### src/design/scc_pkg.sv
// Shared constants and types for the sleep and clock divider control block
package scc_pkg;

    // ****************************************
    // Divider select codes
    // ****************************************
    localparam logic [3:0] DIV_SEL_RESET_PLAIN = 4'h0;
    localparam logic [3:0] DIV_SEL_RESET_DIV8 = 4'h3;
    localparam logic [3:0] DIV_SEL_MAX = 4'h8;

    // ****************************************
    // Sleep mode select codes
    // ****************************************
    localparam logic [2:0] MODE_IDLE = 3'h0;
    localparam logic [2:0] MODE_QUIET = 3'h1;
    localparam logic [2:0] MODE_PWR_DOWN = 3'h2;
    localparam logic [2:0] MODE_PWR_SAVE = 3'h3;
    localparam logic [2:0] MODE_STANDBY = 3'h6;
    localparam logic [2:0] MODE_EXT_STANDBY = 3'h7;

    // ****************************************
    // Control register layout
    // ****************************************
    localparam int MON_SLEEP_OFF_BIT = 6;
    localparam logic MON_SLEEP_OFF_RESET = 1'b0;

    // ****************************************
    // Timing
    // ****************************************
    localparam int SYS_CLK_PERIOD_NS = 20;
    localparam int MON_WAKE_NS = 60000;
    localparam int MON_WAKE_CYCLES = (MON_WAKE_NS + SYS_CLK_PERIOD_NS - 1) / SYS_CLK_PERIOD_NS;
    localparam int STANDBY_WAKE_CYCLES = 6;
    localparam int CORE_HOLD_CYCLES = 4;
    localparam int NO_STARTUP_CYCLES = 1;
    localparam int DELAY_W = 16;

    typedef enum logic [1:0] {
        ST_RUN = 2'b00,
        ST_SLEEP = 2'b01,
        ST_START = 2'b10,
        ST_HOLD = 2'b11
    } scc_state_t;

    typedef struct packed {
        logic ext_reset;
        logic wdt_reset;
        logic monitor_reset;
        logic wdt_irq;
        logic tw_addr_match;
        logic tw_irq;
        logic timer2_irq;
        logic conv_done;
        logic spm_ready;
        logic [2:0] ext_irq;
        logic ext0_level;
        logic pin_change;
        logic other_io;
    } scc_wake_t;

    typedef struct packed {
        logic core;
        logic flash;
        logic io;
        logic adc;
        logic asy;
        logic main_osc;
        logic timer_osc;
    } scc_clk_t;

endpackage

### src/design/scc_clk_div.sv
// Glitch-free power-of-two divider producing a clock-enable tick
module scc_clk_div (
    input wire logic i_sys_clk,
    input wire logic i_reset_n,
    input wire logic [3:0] i_sel,
    output logic o_tick
);
    import scc_pkg::*;

    logic [7:0] cnt_r;
    logic [3:0] act_r;
    logic [7:0] mask;
    logic tick_nxt;

    // Reserved codes run at the slowest factor rather than an undefined one
    always_comb begin
        mask = 8'hFF;
        if (act_r <= DIV_SEL_MAX) begin
            mask = 8'((9'h001 << act_r) - 9'h001);
        end
        tick_nxt = ((cnt_r & mask) == mask);
    end

    // New factor is only taken at a period boundary so no short pulse appears
    always_ff @(posedge i_sys_clk) begin
        if (!i_reset_n) begin
            cnt_r <= 8'h00;
            // Follow the fuse-loaded select so no fast tick leaks out after reset
            act_r <= i_sel;
        end else begin
            cnt_r <= tick_nxt ? 8'h00 : 8'(cnt_r + 8'h01);
            if (tick_nxt) begin
                act_r <= i_sel;
            end
        end
    end

    always_ff @(posedge i_sys_clk) begin
        if (!i_reset_n) begin
            o_tick <= 1'b0;
        end else begin
            o_tick <= tick_nxt;
        end
    end

endmodule

### src/design/scc_delay.sv
// Loadable down counter that pulses once when a delay has elapsed
module scc_delay #(
    parameter int W = 16
) (
    input wire logic i_sys_clk,
    input wire logic i_reset_n,
    input wire logic i_load,
    input wire logic [W-1:0] i_count,
    output logic o_done
);
    logic [W-1:0] cnt_r;

    if (W < 2 || W > 24) begin : g_chk
        $error("scc_delay width out of range");
    end

    always_ff @(posedge i_sys_clk) begin
        if (!i_reset_n) begin
            cnt_r <= '0;
        end else if (i_load) begin
            cnt_r <= i_count;
        end else if (cnt_r != '0) begin
            cnt_r <= cnt_r - 1'b1;
        end
    end

    always_ff @(posedge i_sys_clk) begin
        if (!i_reset_n) begin
            o_done <= 1'b0;
        end else begin
            o_done <= !i_load && (cnt_r == W'(1));
        end
    end

endmodule

### src/design/scc_top.sv
// Sleep entry, clock domain gating, monitor sleep-off and wake sequencing
// ****************************************
// Summary of operation
// - Reset divider select from divide-by-eight fuse
// - Any divider select write is accepted
// - Divide by two to the select power, by 256 for codes above 8
// - Sleep only on instruction with allow set
// - Codes 000/001/010 are idle/quiet/power-down
// - Interrupt wake holds core four extra cycles
// - Register file and SRAM kept across sleep
// - Reset during sleep restarts at reset vector
// - Control bit 6 turns monitor off, reset zero
// - Monitor off only in deep sleep modes
// - Monitor off after entry, back on wake
// - Monitor-off wake lasts at least 60 us
// - Idle stops only core and program memory
// - Quiet mode also stops peripheral clock
// - Idle/quiet entry starts conversion when enabled
// - Quiet mode wakes on its listed sources
// - Power-down halts oscillator and all clocks
// - Power-down wakes only on async sources
// - Power-down wake waits clock source start-up
// - Save/extended keep async timer clock if async
// - Code 011 is power-save, timer 2 wakes
// - 110/111 standby modes, six cycle wake
// ****************************************
module scc_top #(
    parameter int PD_STARTUP_CYCLES = 16384
) (
    input wire logic i_sys_clk,
    input wire logic i_reset_n,
    input wire logic i_divide_by_eight_fuse,
    input wire logic i_div_wr,
    input wire logic [3:0] i_div_wdata,
    input wire logic i_sleep_allow,
    input wire logic [2:0] i_sleep_mode_select,
    input wire logic i_sleep_instr,
    input wire logic i_mcu_ctrl_wr,
    input wire logic [7:0] i_mcu_ctrl_wdata,
    input wire logic i_mcu_ctrl_unlock,
    input wire logic i_crystal_clock,
    input wire logic i_timer2_async,
    input wire logic i_converter_enable,
    input wire scc_pkg::scc_wake_t i_wake,
    output logic [3:0] o_clock_divider_select,
    output logic o_div_tick,
    output scc_pkg::scc_clk_t o_clk_en,
    output logic o_monitor_sleep_off,
    output logic o_monitor_on,
    output logic o_sleeping,
    output logic o_core_hold,
    output logic o_start_conversion,
    output logic o_resume,
    output logic o_reset_vector
);
    import scc_pkg::*;

    if (PD_STARTUP_CYCLES < 1 || PD_STARTUP_CYCLES >= (1 << DELAY_W)) begin : g_chk
        $error("PD_STARTUP_CYCLES out of range");
    end

    // ****************************************
    // Declarations
    // ****************************************
    scc_state_t state_r;
    logic [2:0] mode_r;
    logic mon_off_r;
    logic from_reset_r;
    logic [1:0] hold_r;
    logic mode_ok;
    logic enter;
    logic mon_eligible;
    logic wake_any;
    logic wake_rst;
    logic load;
    logic done;
    logic [DELAY_W-1:0] start_cnt;
    scc_wake_t wmask;
    scc_clk_t clk_nxt;

    // ****************************************
    // Divider select
    // ****************************************
    always_ff @(posedge i_sys_clk) begin
        if (!i_reset_n) begin
            o_clock_divider_select <= i_divide_by_eight_fuse ? DIV_SEL_RESET_DIV8
                                                             : DIV_SEL_RESET_PLAIN;
        end else if (i_div_wr) begin
            o_clock_divider_select <= i_div_wdata;
        end
    end

    scc_clk_div u_div (
        .i_sys_clk(i_sys_clk),
        .i_reset_n(i_reset_n),
        .i_sel(o_clock_divider_select),
        .o_tick(o_div_tick)
    );

    // ****************************************
    // Monitor sleep-off control bit
    // ****************************************
    always_ff @(posedge i_sys_clk) begin
        if (!i_reset_n) begin
            o_monitor_sleep_off <= MON_SLEEP_OFF_RESET;
        end else if (i_mcu_ctrl_wr && i_mcu_ctrl_unlock) begin
            // A write without the unlock leaves the bit alone
            o_monitor_sleep_off <= i_mcu_ctrl_wdata[MON_SLEEP_OFF_BIT];
        end
    end

    // ****************************************
    // Mode decode and wake source masks
    // ****************************************
    always_comb begin
        mode_ok = 1'b0;
        mon_eligible = 1'b0;
        case (i_sleep_mode_select)
            MODE_IDLE, MODE_QUIET: mode_ok = 1'b1;
            MODE_PWR_DOWN, MODE_PWR_SAVE: begin
                mode_ok = 1'b1;
                mon_eligible = 1'b1;
            end
            MODE_STANDBY, MODE_EXT_STANDBY: begin
                // Standby needs a crystal; otherwise treated as reserved
                mode_ok = i_crystal_clock;
                mon_eligible = 1'b1;
            end
            default: mode_ok = 1'b0;
        endcase
    end

    assign enter = (state_r == ST_RUN) && i_sleep_instr && i_sleep_allow && mode_ok;

    always_comb begin
        wmask = '0;
        wmask.ext_reset = 1'b1;
        wmask.wdt_reset = 1'b1;
        wmask.monitor_reset = 1'b1;
        wmask.wdt_irq = 1'b1;
        wmask.tw_addr_match = 1'b1;
        // Level sources are sampled here; a short pulse may be missed
        wmask.ext0_level = 1'b1;
        wmask.ext_irq = 3'b110;
        wmask.pin_change = 1'b1;
        case (mode_r)
            MODE_IDLE: wmask = '1;
            MODE_QUIET: begin
                wmask.tw_irq = 1'b1;
                wmask.timer2_irq = 1'b1;
                wmask.conv_done = 1'b1;
                wmask.spm_ready = 1'b1;
            end
            MODE_PWR_SAVE, MODE_EXT_STANDBY: wmask.timer2_irq = 1'b1;
            MODE_PWR_DOWN, MODE_STANDBY: wmask.timer2_irq = 1'b0;
            default: wmask.other_io = 1'b0;
        endcase
    end

    assign wake_rst = i_wake.ext_reset | i_wake.wdt_reset | i_wake.monitor_reset;
    assign wake_any = (state_r == ST_SLEEP) && (|(i_wake & wmask));
    assign load = wake_any;

    // ****************************************
    // Start-up time selection
    // ****************************************
    always_comb begin
        case (mode_r)
            MODE_PWR_DOWN, MODE_PWR_SAVE: start_cnt = DELAY_W'(PD_STARTUP_CYCLES);
            MODE_STANDBY, MODE_EXT_STANDBY: start_cnt = DELAY_W'(STANDBY_WAKE_CYCLES);
            default: start_cnt = DELAY_W'(NO_STARTUP_CYCLES);
        endcase
        if (mon_off_r && start_cnt < DELAY_W'(MON_WAKE_CYCLES)) begin
            start_cnt = DELAY_W'(MON_WAKE_CYCLES);
        end
    end

    scc_delay #(
        .W(DELAY_W)
    ) u_start (
        .i_sys_clk(i_sys_clk),
        .i_reset_n(i_reset_n),
        .i_load(load),
        .i_count(start_cnt),
        .o_done(done)
    );

    // ****************************************
    // Sleep sequencer
    // ****************************************
    always_ff @(posedge i_sys_clk) begin
        if (!i_reset_n) begin
            state_r <= ST_RUN;
            hold_r <= 2'h0;
        end else begin
            case (state_r)
                ST_RUN: if (enter) begin
                    state_r <= ST_SLEEP;
                end
                ST_SLEEP: if (wake_any) begin
                    state_r <= ST_START;
                end
                ST_START: if (done) begin
                    state_r <= ST_HOLD;
                    hold_r <= 2'h0;
                end
                ST_HOLD: begin
                    hold_r <= 2'(hold_r + 2'h1);
                    if (hold_r == 2'(CORE_HOLD_CYCLES - 1)) begin
                        state_r <= ST_RUN;
                    end
                end
                default: state_r <= ST_RUN;
            endcase
        end
    end

    always_ff @(posedge i_sys_clk) begin
        if (!i_reset_n) begin
            mode_r <= MODE_IDLE;
            mon_off_r <= 1'b0;
            from_reset_r <= 1'b0;
        end else if (enter) begin
            mode_r <= i_sleep_mode_select;
            mon_off_r <= o_monitor_sleep_off && mon_eligible;
            from_reset_r <= 1'b0;
        end else if (wake_any) begin
            from_reset_r <= wake_rst;
        end
    end

    // ****************************************
    // Clock domains and status outputs
    // ****************************************
    always_comb begin
        clk_nxt = '1;
        clk_nxt.asy = i_timer2_async;
        clk_nxt.timer_osc = i_timer2_async;
        if (state_r == ST_SLEEP && !wake_any || enter) begin
            clk_nxt = '0;
            case (enter ? i_sleep_mode_select : mode_r)
                MODE_IDLE: begin
                    clk_nxt = '1;
                    clk_nxt.core = 1'b0;
                    clk_nxt.flash = 1'b0;
                    clk_nxt.timer_osc = i_timer2_async;
                end
                MODE_QUIET: begin
                    clk_nxt.adc = 1'b1;
                    clk_nxt.asy = 1'b1;
                    clk_nxt.main_osc = 1'b1;
                    clk_nxt.timer_osc = i_timer2_async;
                end
                MODE_PWR_SAVE: begin
                    clk_nxt.asy = i_timer2_async;
                    clk_nxt.timer_osc = i_timer2_async;
                end
                MODE_STANDBY: clk_nxt.main_osc = 1'b1;
                MODE_EXT_STANDBY: begin
                    clk_nxt.main_osc = 1'b1;
                    clk_nxt.asy = i_timer2_async;
                    clk_nxt.timer_osc = i_timer2_async;
                end
                default: clk_nxt = '0;
            endcase
        end
    end

    always_ff @(posedge i_sys_clk) begin
        if (!i_reset_n) begin
            o_clk_en <= '1;
            o_sleeping <= 1'b0;
            o_core_hold <= 1'b0;
        end else begin
            o_clk_en <= clk_nxt;
            o_sleeping <= enter || (state_r == ST_SLEEP && !wake_any);
            // Core is only stalled, never reset, so its state survives
            o_core_hold <= enter || (state_r != ST_RUN) &&
                           !(state_r == ST_HOLD && hold_r == 2'(CORE_HOLD_CYCLES - 1));
        end
    end

    always_ff @(posedge i_sys_clk) begin
        if (!i_reset_n) begin
            o_monitor_on <= 1'b1;
        end else begin
            // Off only after entry; back on as soon as the wake begins
            o_monitor_on <= !(state_r == ST_SLEEP && mon_off_r && !wake_any);
        end
    end

    always_ff @(posedge i_sys_clk) begin
        if (!i_reset_n) begin
            o_start_conversion <= 1'b0;
            o_resume <= 1'b0;
            o_reset_vector <= 1'b0;
        end else begin
            o_start_conversion <= enter && i_converter_enable &&
                                  (i_sleep_mode_select == MODE_IDLE ||
                                   i_sleep_mode_select == MODE_QUIET);
            o_resume <= state_r == ST_HOLD && hold_r == 2'(CORE_HOLD_CYCLES - 1) && !from_reset_r;
            o_reset_vector <= state_r == ST_HOLD && hold_r == 2'(CORE_HOLD_CYCLES - 1) &&
                              from_reset_r;
        end
    end

    // ****************************************
    // Assertions
    // ****************************************
    property p_reset_sel;
        @(posedge i_sys_clk) $rose(i_reset_n) |->
            o_clock_divider_select == ($past(i_divide_by_eight_fuse) ? DIV_SEL_RESET_DIV8
                                                                     : DIV_SEL_RESET_PLAIN);
    endproperty
    a_reset_sel: assert property (p_reset_sel) else $error("bad divider reset value");

    property p_div_write;
        @(posedge i_sys_clk) disable iff (!i_reset_n)
            i_div_wr |=> o_clock_divider_select == $past(i_div_wdata);
    endproperty
    a_div_write: assert property (p_div_write) else $error("divider write lost");

    property p_div_one;
        @(posedge i_sys_clk) disable iff (!i_reset_n)
            o_div_tick && $past(o_clock_divider_select) == 4'h0 |=> o_div_tick;
    endproperty
    a_div_one: assert property (p_div_one) else $error("factor one not every cycle");

    property p_no_sleep;
        @(posedge i_sys_clk) disable iff (!i_reset_n)
            state_r == ST_RUN && !(i_sleep_instr && i_sleep_allow) |=> !o_sleeping;
    endproperty
    a_no_sleep: assert property (p_no_sleep) else $error("sleep without permission");

    property p_hold4;
        @(posedge i_sys_clk) disable iff (!i_reset_n)
            $rose(state_r == ST_HOLD) |-> (o_core_hold && state_r == ST_HOLD) [*4]
                ##1 (state_r == ST_RUN && (o_resume || o_reset_vector));
    endproperty
    a_hold4: assert property (p_hold4) else $error("core hold not four cycles");

    property p_mon_light;
        @(posedge i_sys_clk) disable iff (!i_reset_n)
            o_sleeping && (mode_r == MODE_IDLE || mode_r == MODE_QUIET) |-> o_monitor_on;
    endproperty
    a_mon_light: assert property (p_mon_light) else $error("monitor off in light sleep");

    property p_mon_back;
        @(posedge i_sys_clk) disable iff (!i_reset_n)
            wake_any |=> o_monitor_on && o_core_hold;
    endproperty
    a_mon_back: assert property (p_mon_back) else $error("monitor not back on wake");

    property p_standby_wake;
        @(posedge i_sys_clk) disable iff (!i_reset_n)
            wake_any && mode_r == MODE_STANDBY && !mon_off_r |->
                ##11 o_core_hold ##1 !o_core_hold;
    endproperty
    a_standby_wake: assert property (p_standby_wake) else $error("standby wake time");

    property p_conv;
        @(posedge i_sys_clk) disable iff (!i_reset_n)
            enter && i_converter_enable && i_sleep_mode_select == MODE_QUIET |=>
                o_start_conversion && !o_clk_en.io && o_clk_en.adc;
    endproperty
    a_conv: assert property (p_conv) else $error("quiet entry wrong");

    c_pd: cover property (@(posedge i_sys_clk) enter && i_sleep_mode_select == MODE_PWR_DOWN);
    c_mon: cover property (@(posedge i_sys_clk) wake_any && mon_off_r);
    c_rst: cover property (@(posedge i_sys_clk) o_reset_vector);

endmodule

### config.mk
export PLATFORM = sky130hd
export DESIGN_NAME = scc_top
export DESIGN_NICKNAME = d
export VERILOG_FILES = /design/src/design/scc_pkg.sv /design/src/design/scc_clk_div.sv /design/src/design/scc_delay.sv /design/src/design/scc_top.sv
export SDC_FILE = /design/constraint.sdc
export NUM_CORES = 1
export LEC_CHECK = 0
export ABC_AREA = 1
export BUFFER_PORTS_ARGS = -buffer_cell sky130_fd_sc_hd__buf_2
export CORE_MARGIN = 5
export CORE_UTILIZATION = 50
export DETAILED_ROUTE_END_ITERATION = 10
export PLACE_DENSITY = 0.84
export SLEW_MARGIN = 20
export SYNTH_ARGS = -nofsm -noshare
export SYNTH_HDL_FRONTEND = slang
export SYNTH_SLANG_ARGS = --single-unit
### constraint.sdc
create_clock -name i_sys_clk -period 2.4 [get_ports i_sys_clk]
set_clock_uncertainty 0.1 [all_clocks]
set_input_delay 0.24 -clock i_sys_clk [delete_from_list [all_inputs] [get_ports i_sys_clk]]
set_output_delay 0.24 -clock i_sys_clk [all_outputs]
set_load 0.02 [all_outputs]
==> results.sh, run 1 <==
export IMPL_outcome="complete, no violations"
export IMPL_cts_htree_levels=2
export IMPL_wirelength_um=6232
export IMPL_post_place_ws_ns=0.2633
export IMPL_tns_ns=0
export IMPL_die_x_um=84.70
export IMPL_initial_core_util_pct=50.98
export IMPL_syn_instance_count=384
export IMPL_synth_seq_area_share_pct=43.05
export IMPL_drv_slew=0
export IMPL_dr_total_vias=2550
export IMPL_setup_viol_count_final=0
export IMPL_yosys_register_bits=56
export IMPL_setup_ws_ns=0.2391
export IMPL_crit_type="reg2reg"
export IMPL_peakVddDrop_mv=0.5295
export IMPL_synth_edf_count=8
export IMPL_min_path_type="in2reg"
export IMPL_post_cts_setup_buffers=0
export IMPL_crit_required_ns=2.31
export IMPL_layout_nets=488
export IMPL_intPower_mw=2.011
export IMPL_rsz0062_at_grt="false"
export IMPL_synth_flop_cell="dfxtp_1"
export IMPL_areaGrowthSynthToFinish_pct=15.52
export IMPL_seq_power_share_pct=36.8
export IMPL_worstPathMaxFanout=12
export IMPL_tightest_slew_ns=0.3707
export IMPL_drtAntennaViolNets=0
export IMPL_start_kind="register"
export IMPL_viasPerCell=5.000
export IMPL_holdBufCountCts=0
export IMPL_swShare_pct=41.26
export IMPL_arrival_ns=2.08
export IMPL_grt_total_usage_pct=18.32
export IMPL_diodes=0
export IMPL_top_usage_layer="met2"
export IMPL_avgSynthCellArea_sq_um=7.266
export IMPL_dr_pass1_iters=4
export IMPL_initialDrtViolationCount=141
export IMPL_fmax_ghz=0.4628
export IMPL_cts_sinks=56
export IMPL_routedWlPerCell_um=12.22
export IMPL_grt_pass1_wl_um=10830
export IMPL_p_switching_mw=1.413
export IMPL_grt_start_max_net_pins=20
export IMPL_syn_area_sq_um=2790
export IMPL_min_period_ns=2.161
export IMPL_drive_gt1_share_pct=17.58
export IMPL_cp_end_kind="register"
export IMPL_met3_usage_pct=4.024
export IMPL_insertion_delay_ns=0.32
export IMPL_drc=0
export IMPL_ios=60
export IMPL_die_h_um=84.70
export IMPL_place_congestion=0.8227
export IMPL_coreArea_sq_um=5473
export IMPL_portBuffers=52
export IMPL_synth_async_sr_flop_share_pct=0
export IMPL_comb_power_share_pct=44.6
export IMPL_maxCapViolations=0
export IMPL_ctsResizeCount=0
export IMPL_grt_pass1_vias=2546
export IMPL_finalHoldViolations=0
export IMPL_power_leakage_nw=1.569
export IMPL_finish_utilization_pct=58.89
export IMPL_relSlewSlack_pct=75.29
export IMPL_fin_crit_sh_pct=90.04
export IMPL_rows=27
export IMPL_die_area_sq_um=7174
export IMPL_cts_buffers=5
export IMPL_cts_reportedPaths_clkPinSlew_ns=0.10
export IMPL_synth_cell_types=34
export IMPL_antenna_found_initial=0
export IMPL_synth_nets=435
export IMPL_cts_tree="yes"
export IMPL_clockBufferDepth=2
export IMPL_total_power_mw=3.423
export IMPL_powerDensity_nw_per_um2=1062
export IMPL_clkPwrFrac_pct=18.6
export IMPL_ys_warn_count=0
export IMPL_grt_overflow_total=0
export IMPL_grt_use_met2_pct=33.38
export IMPL_cts_root_buf="clkbuf_8"
export IMPL_dp_hpwl_um=4739
export IMPL_use_met1_pct=20.84
-- stage by stage --
| step | hold slack (ns) | instances | cell area, sq um |
|---|---|---|---|
| after global placement | 0.3217 | 502 | 3108 |
| final | 0.05026 | 510 | 3223 |
| after CTS | 0.04553 | 510 | 3223 |
| after detailed placement | 0.3214 | 502 | 3108 |
| after global routing | 0.04169 | 510 | 3223 |
| after floorplan | 0.2919 | 384 | 2790 |
-- cells in the final DEF, fill, tap and decap left out, types with 3 or more instances in the layout --
cell type,n
ha_1,10
nand2_2,4
xor2_1,6
o21ai_0,7
nand3_1,28
xnor2_1,9
nand2_1,100
nand4_1,3
nor3_1,5
o21ai_1,3
nor2_1,64
clkbuf_8,5
a21oi_1,21
dfxtp_1,48
nand3b_1,4
inv_1,38
edfxtp_1,8
buf_2,52
-- synthesized netlist by cell type, types with 2 or more instances --
master	instances	area share [%]
o21ai_1	3	0.54
clkbuf_1	3	0.40
inv_2	2	0.27
nor3_1	5	0.90
nand3b_1	4	1.1
nor2_1	64	8.6
nand3_1	28	5.0
dfxtp_1	48	34
nand4_1	3	0.67
nand2_1	100	13
xor2_1	6	1.9
a21oi_1	21	3.8
ha_1	10	4.5
nand3_2	2	0.72
edfxtp_1	8	8.6
buf_2	2	0.36
inv_1	38	5.1
or2_2	2	0.45
nand2_2	4	0.90
and3_1	2	0.45
xnor2_1	9	2.8
nor2_2	2	0.45
o21ai_0	7	1.3
-- path summary, 6_finish.rpt --
check                     start  cells after the start                 end  slack [ns]
max reg2reg      u_div.act_r[3]                     10      u_div.act_r[1]        0.24
min          i_converter_enable                      2  o_start_conversion        0.05
min reg2reg           mon_off_r                      1        o_monitor_on        0.35
max              u_div.act_r[3]                     10      u_div.act_r[1]        0.24
-- per-layer routing --
layer / share of wire (%) / wire length [um]
met2: 53 / 3287
met5: 0 / 0
met1: 41 / 2539
met4: 2.1 / 130
met3: 4.4 / 274
-- sequential cells by signal, summed over array words and instances (netlist names), 2 cells and up --
register                flops
state_r                     2
o_clk_en                    6
u_div.cnt_r                 8
u_div.act_r                 4
mode_r                      3
hold_r                      2
o_clock_divider_select      4
u_start.cnt_r              16
-- worst max-delay path, cell delays in order (launching register included) --
cell,delay (ns)
edfxtp_1,0.47
nor2_1,0.23
nand2_1,0.11
ha_1,0.23
inv_1,0.06
o21ai_0,0.10
nand3_1,0.09
nand3_1,0.07
nand2_1,0.08
nand3_1,0.11
nand2_2,0.23
-- cells by family after synthesis --
family / Yosys count / synth area share [%]
and+or+nand+nor: 222 / 34.57
DFF: 56 / 43.05
adders and majority gates: 10 / 4.484
buffers and inverters: 48 / 6.951
AOI/OAI and AO/OA: 33 / 6.233
xor gates and xnor gates: 15 / 4.709
-- power by group through the flow --
stage,registers (mW),logic [mW],clock network [mW]
6_report,1.26,1.53,0.636
4_1_cts,1.26,1.52,0.647
2_1_floorplan,1.27,1.22,0
3_5_place_dp,1.28,1.50,0
3_3_place_gp,1.27,1.45,0
5_1_grt,1.28,1.77,0.699
-- cell type report --
type / instances / area, sq um
multi-input cells: 280 / 1395
well taps: 72 / 90.09
fillers: 505 / 2250
flip-flops and latches: 56 / 1201
inverters: 41 / 153.9
clock buffers: 5 / 68.82
clock inverters: 3 / 46.29
repair buffers: 53 / 267.8
Note: power is estimated with default switching activity, not from simulation.
==> run 2: changes to the inputs <==
--- a/config.mk
+++ b/config.mk
@@ -5,12 +5,11 @@
 export SDC_FILE = /design/constraint.sdc
 export NUM_CORES = 1
 export LEC_CHECK = 0
-export ABC_AREA = 1
 export BUFFER_PORTS_ARGS = -buffer_cell sky130_fd_sc_hd__buf_2
 export CORE_MARGIN = 5
 export CORE_UTILIZATION = 50
 export DETAILED_ROUTE_END_ITERATION = 10
-export PLACE_DENSITY = 0.84
+export PLACE_DENSITY = 0.85
 export SLEW_MARGIN = 20
 export SYNTH_ARGS = -nofsm -noshare
 export SYNTH_HDL_FRONTEND = slang
==> run 2 against run 1 <==
Effect of this change: global-route usage decreased by 1.3 points; die area decreased by 3.0%; critical path type unchanged; largest cell class unchanged; flip-flop and latch count unchanged; largest power group unchanged; critical path depth decreased by 4.
==> results.sh, run 2 <==
export IMPL_outcome="complete, no violations"
export IMPL_dr_total_vias=2390
export IMPL_clockBufferDepth=2
export IMPL_grt_pass1_wl_um=10060
export IMPL_top_layer="met4"
export IMPL_ys_warn_count=0
export IMPL_cts_tree="yes"
export IMPL_drc=0
export IMPL_crit_start="u_div.act_r[1]"
export IMPL_wl_met1_um=2626
export IMPL_tightest_slew_ns=0.5267
export IMPL_die_area_sq_um=6961
export IMPL_rows=26
export IMPL_crit_type="reg2reg"
export IMPL_yosys_register_bits=56
export IMPL_peakVddDrop_mv=0.5486
export IMPL_path_cells="or4_4 -> ha_4 -> a21o_1 -> o211ai_1 -> a211oi_4 -> nand2b_4"
export IMPL_grt_overflow_total=0
export IMPL_slowest_delay_ns=0.57
export IMPL_ios=60
export IMPL_power_leakage_nw=1.314
export IMPL_routedWlPerCell_um=13.71
export IMPL_layout_nets=418
export IMPL_areaGrowthSynthToFinish_pct=19.77
export IMPL_synth_most_common_cell="dfxtp_1"
export IMPL_tns_ns=0
export IMPL_netlist_top_cell_by_area="dfxtp_1"
export IMPL_cts_buffers=5
export IMPL_crit_path_top_delay_cell="or4_4"
export IMPL_cts_htree_levels=2
export IMPL_mostFrequentLayoutCells="buf_2 (52), dfxtp_1 (48), nand2_1 (34)"
export IMPL_powerDensity_nw_per_um2=937.7
export IMPL_crit_path_end="u_div.act_r[1]"
export IMPL_fin_crit_sh_pct=96.53
export IMPL_viasPerCell=5.457
export IMPL_drive_gt1_share_pct=23.37
export IMPL_grt_start_max_net_pins=20
export IMPL_dr_pass1_iters=4
export IMPL_avgSynthCellArea_sq_um=8.870
export IMPL_setup_viol_count_final=0
export IMPL_crit_required_ns=2.33
export IMPL_coreArea_sq_um=5172
export IMPL_maxCapViolations=0
export IMPL_initial_core_util_pct=52.13
export IMPL_cts_root_buf="clkbuf_8"
export IMPL_syn_instance_count=304
export IMPL_synth_flop_cell="dfxtp_1"
export IMPL_final_common_cell="buf_2"
export IMPL_place_congestion=0.8411
export IMPL_met3_wirelength_um=267
export IMPL_drv_slew=0
export IMPL_diodes=0
export IMPL_cp_num_cells=6
export IMPL_initialDrtViolationCount=99
export IMPL_synth_seq_area_share_pct=44.55
export IMPL_dp_cells=430
export IMPL_post_place_ws_ns=0.1010
export IMPL_crit_family="simple AND/OR/NAND/NOR gates"
export IMPL_grt_total_usage_pct=16.99
export IMPL_synth_async_sr_flop_share_pct=0
export IMPL_reg2reg_depth=6
export IMPL_dp_hpwl_um=4653
export IMPL_top_register="u_start.cnt_r"
export IMPL_finalHoldViolations=0
export IMPL_synth_common_cells="dfxtp_1 (48), nand2_1 (34), nor2_1 (29), a21oi_1 (19), nor3_1 (18)"
export IMPL_largest_register_ff_count=16
export IMPL_syn_area_sq_um=2696
export IMPL_cts_sinks=56
export IMPL_dr_wl_met2_um=3037
export IMPL_grt_pass1_vias=2369
export IMPL_wirelength_um=6005
export IMPL_fill_cells=456
export IMPL_start_kind="register"
export IMPL_total_power_mw=3.028
export IMPL_cts_reportedPaths_clkPinSlew_ns=0.10
export IMPL_portBuffers=52
export IMPL_insertion_delay_ns=0.31
export IMPL_antenna_found_initial=0
export IMPL_largestRegisters="u_start.cnt_r x16, u_div.cnt_r x8, o_clk_en x6"
export IMPL_min_period_ns=2.317
export IMPL_synth_area_leaders="dfxtp_1 (36%), edfxtp_1 (8.9%), nand2_1 (4.7%)"
export IMPL_setup_ws_ns=0.08330
export IMPL_drtAntennaViolNets=0
export IMPL_min_path_type="in2reg"
export IMPL_die_x_um=83.44
export IMPL_fmax_ghz=0.4316
export IMPL_crit_buf_inv=0
export IMPL_r2r_start="u_div.act_r[1]"
export IMPL_arrival_ns=2.25
export IMPL_reg2reg_slack_ns=0.08
export IMPL_synth_cell_types=57
export IMPL_relSlewSlack_pct=64.85
export IMPL_r2r_end="u_div.act_r[1]"
export IMPL_cp_end_kind="register"
export IMPL_synth_nets=355
export IMPL_fin_cells=438
export IMPL_synth_top_area_share_pct=35.64
export IMPL_rsz0062_at_grt="false"
export IMPL_synth_edf_count=8
export IMPL_worstPathMaxFanout=4
export IMPL_holdBufCountCts=0
export IMPL_die_h_um=83.44
==> run 2: cell count changes after synthesis, moves of 7 or more <==
cell | previous run | this run
nand3_1 | 28 | 11
o21ai_0 | 7 | 14
nor3_1 | 5 | 18
nand2_1 | 100 | 34
nor2_1 | 64 | 29
inv_1 | 38 | 11
==> run 2: timing repair <==
item	4_1_cts	5_1_grt
gates resized for setup	0	1
setup buffers	0	0
setup endpoints to repair	0	3
==> run 2: layout make-up <==
class | instances | area [sq um] | area share, %
Clock buffer | 7 | 86.33 | 2.673
Clock inverter | 1 | 7.507 | 0.2325
Inverter | 11 | 41.29 | 1.279
Multi-Input combinational cell | 229 | 1455 | 45.06
Sequential cell | 56 | 1201 | 37.19
Tap cell | 70 | 87.58 | 2.712
Timing Repair Buffer | 64 | 350.3 | 10.85
==> run 2: report_power, final <==
group	switching (mW)	internal (mW)
Sequential	0.133	1.10
Clock	0.296	0.235
Combinational	0.712	0.555
Total	1.14	1.89
==> run 2: worst reg2reg max path, delay by kind of cell (launching register included) <==
kind,cells,cell delay (ns)
DFF,1,0.41
AOI/OAI and AO/OA,3,0.48
adders and majority gates,1,0.29
and+or+nand+nor,2,0.76
==> run 2: kinds of logic (layout without fill, tap and decap cells) <==
logic type	count (synthesis)	in the layout	share of synthesized area, %
xor+xnor	17	17	5.522
mux	1	1	0.3712
compound gates	62	62	15.08
simple gates	139	139	27.01
flops	56	56	44.55
fa+ha+maj	10	10	4.640
buf+inv	19	83	2.831
==> run 2: metrics by stage <==
step                cell area [sq um]  utilization (%)  hold slack [ns]
floorplan                        2728                -           0.2159
global placement                 3131            60.52           0.3450
detailed placement               3131            60.52           0.3372
CTS                              3224            62.34          0.04197
global route                     3229            62.43          0.03526
finish                           3229            62.43          0.04586
==> run 2: worst min path at each step <==
stage                               from            endpoint  cells after the start
2_1_floorplan     i_sleep_mode_select[1]  o_start_conversion                      1
3_5_place_dp   o_clock_divider_select[3]      u_div.act_r[3]                      0
5_1_grt                   i_timer2_async         o_clk_en[2]                      2
6_report          i_sleep_mode_select[1]  o_start_conversion                      2
4_1_cts           i_sleep_mode_select[1]  o_start_conversion                      2
3_3_place_gp   o_clock_divider_select[0]      u_div.act_r[0]                      0
==> run 2: metal layers <==
| layer | vias up | global-route usage (%) |
|---|---|---|
| met5 | - | 0 |
| met2 | 51 | 30.47 |
| met4 | 0 | 5.409 |
| met1 | 1125 | 20.11 |
| li1 | 1207 | - |
| met3 | 7 | 3.663 |
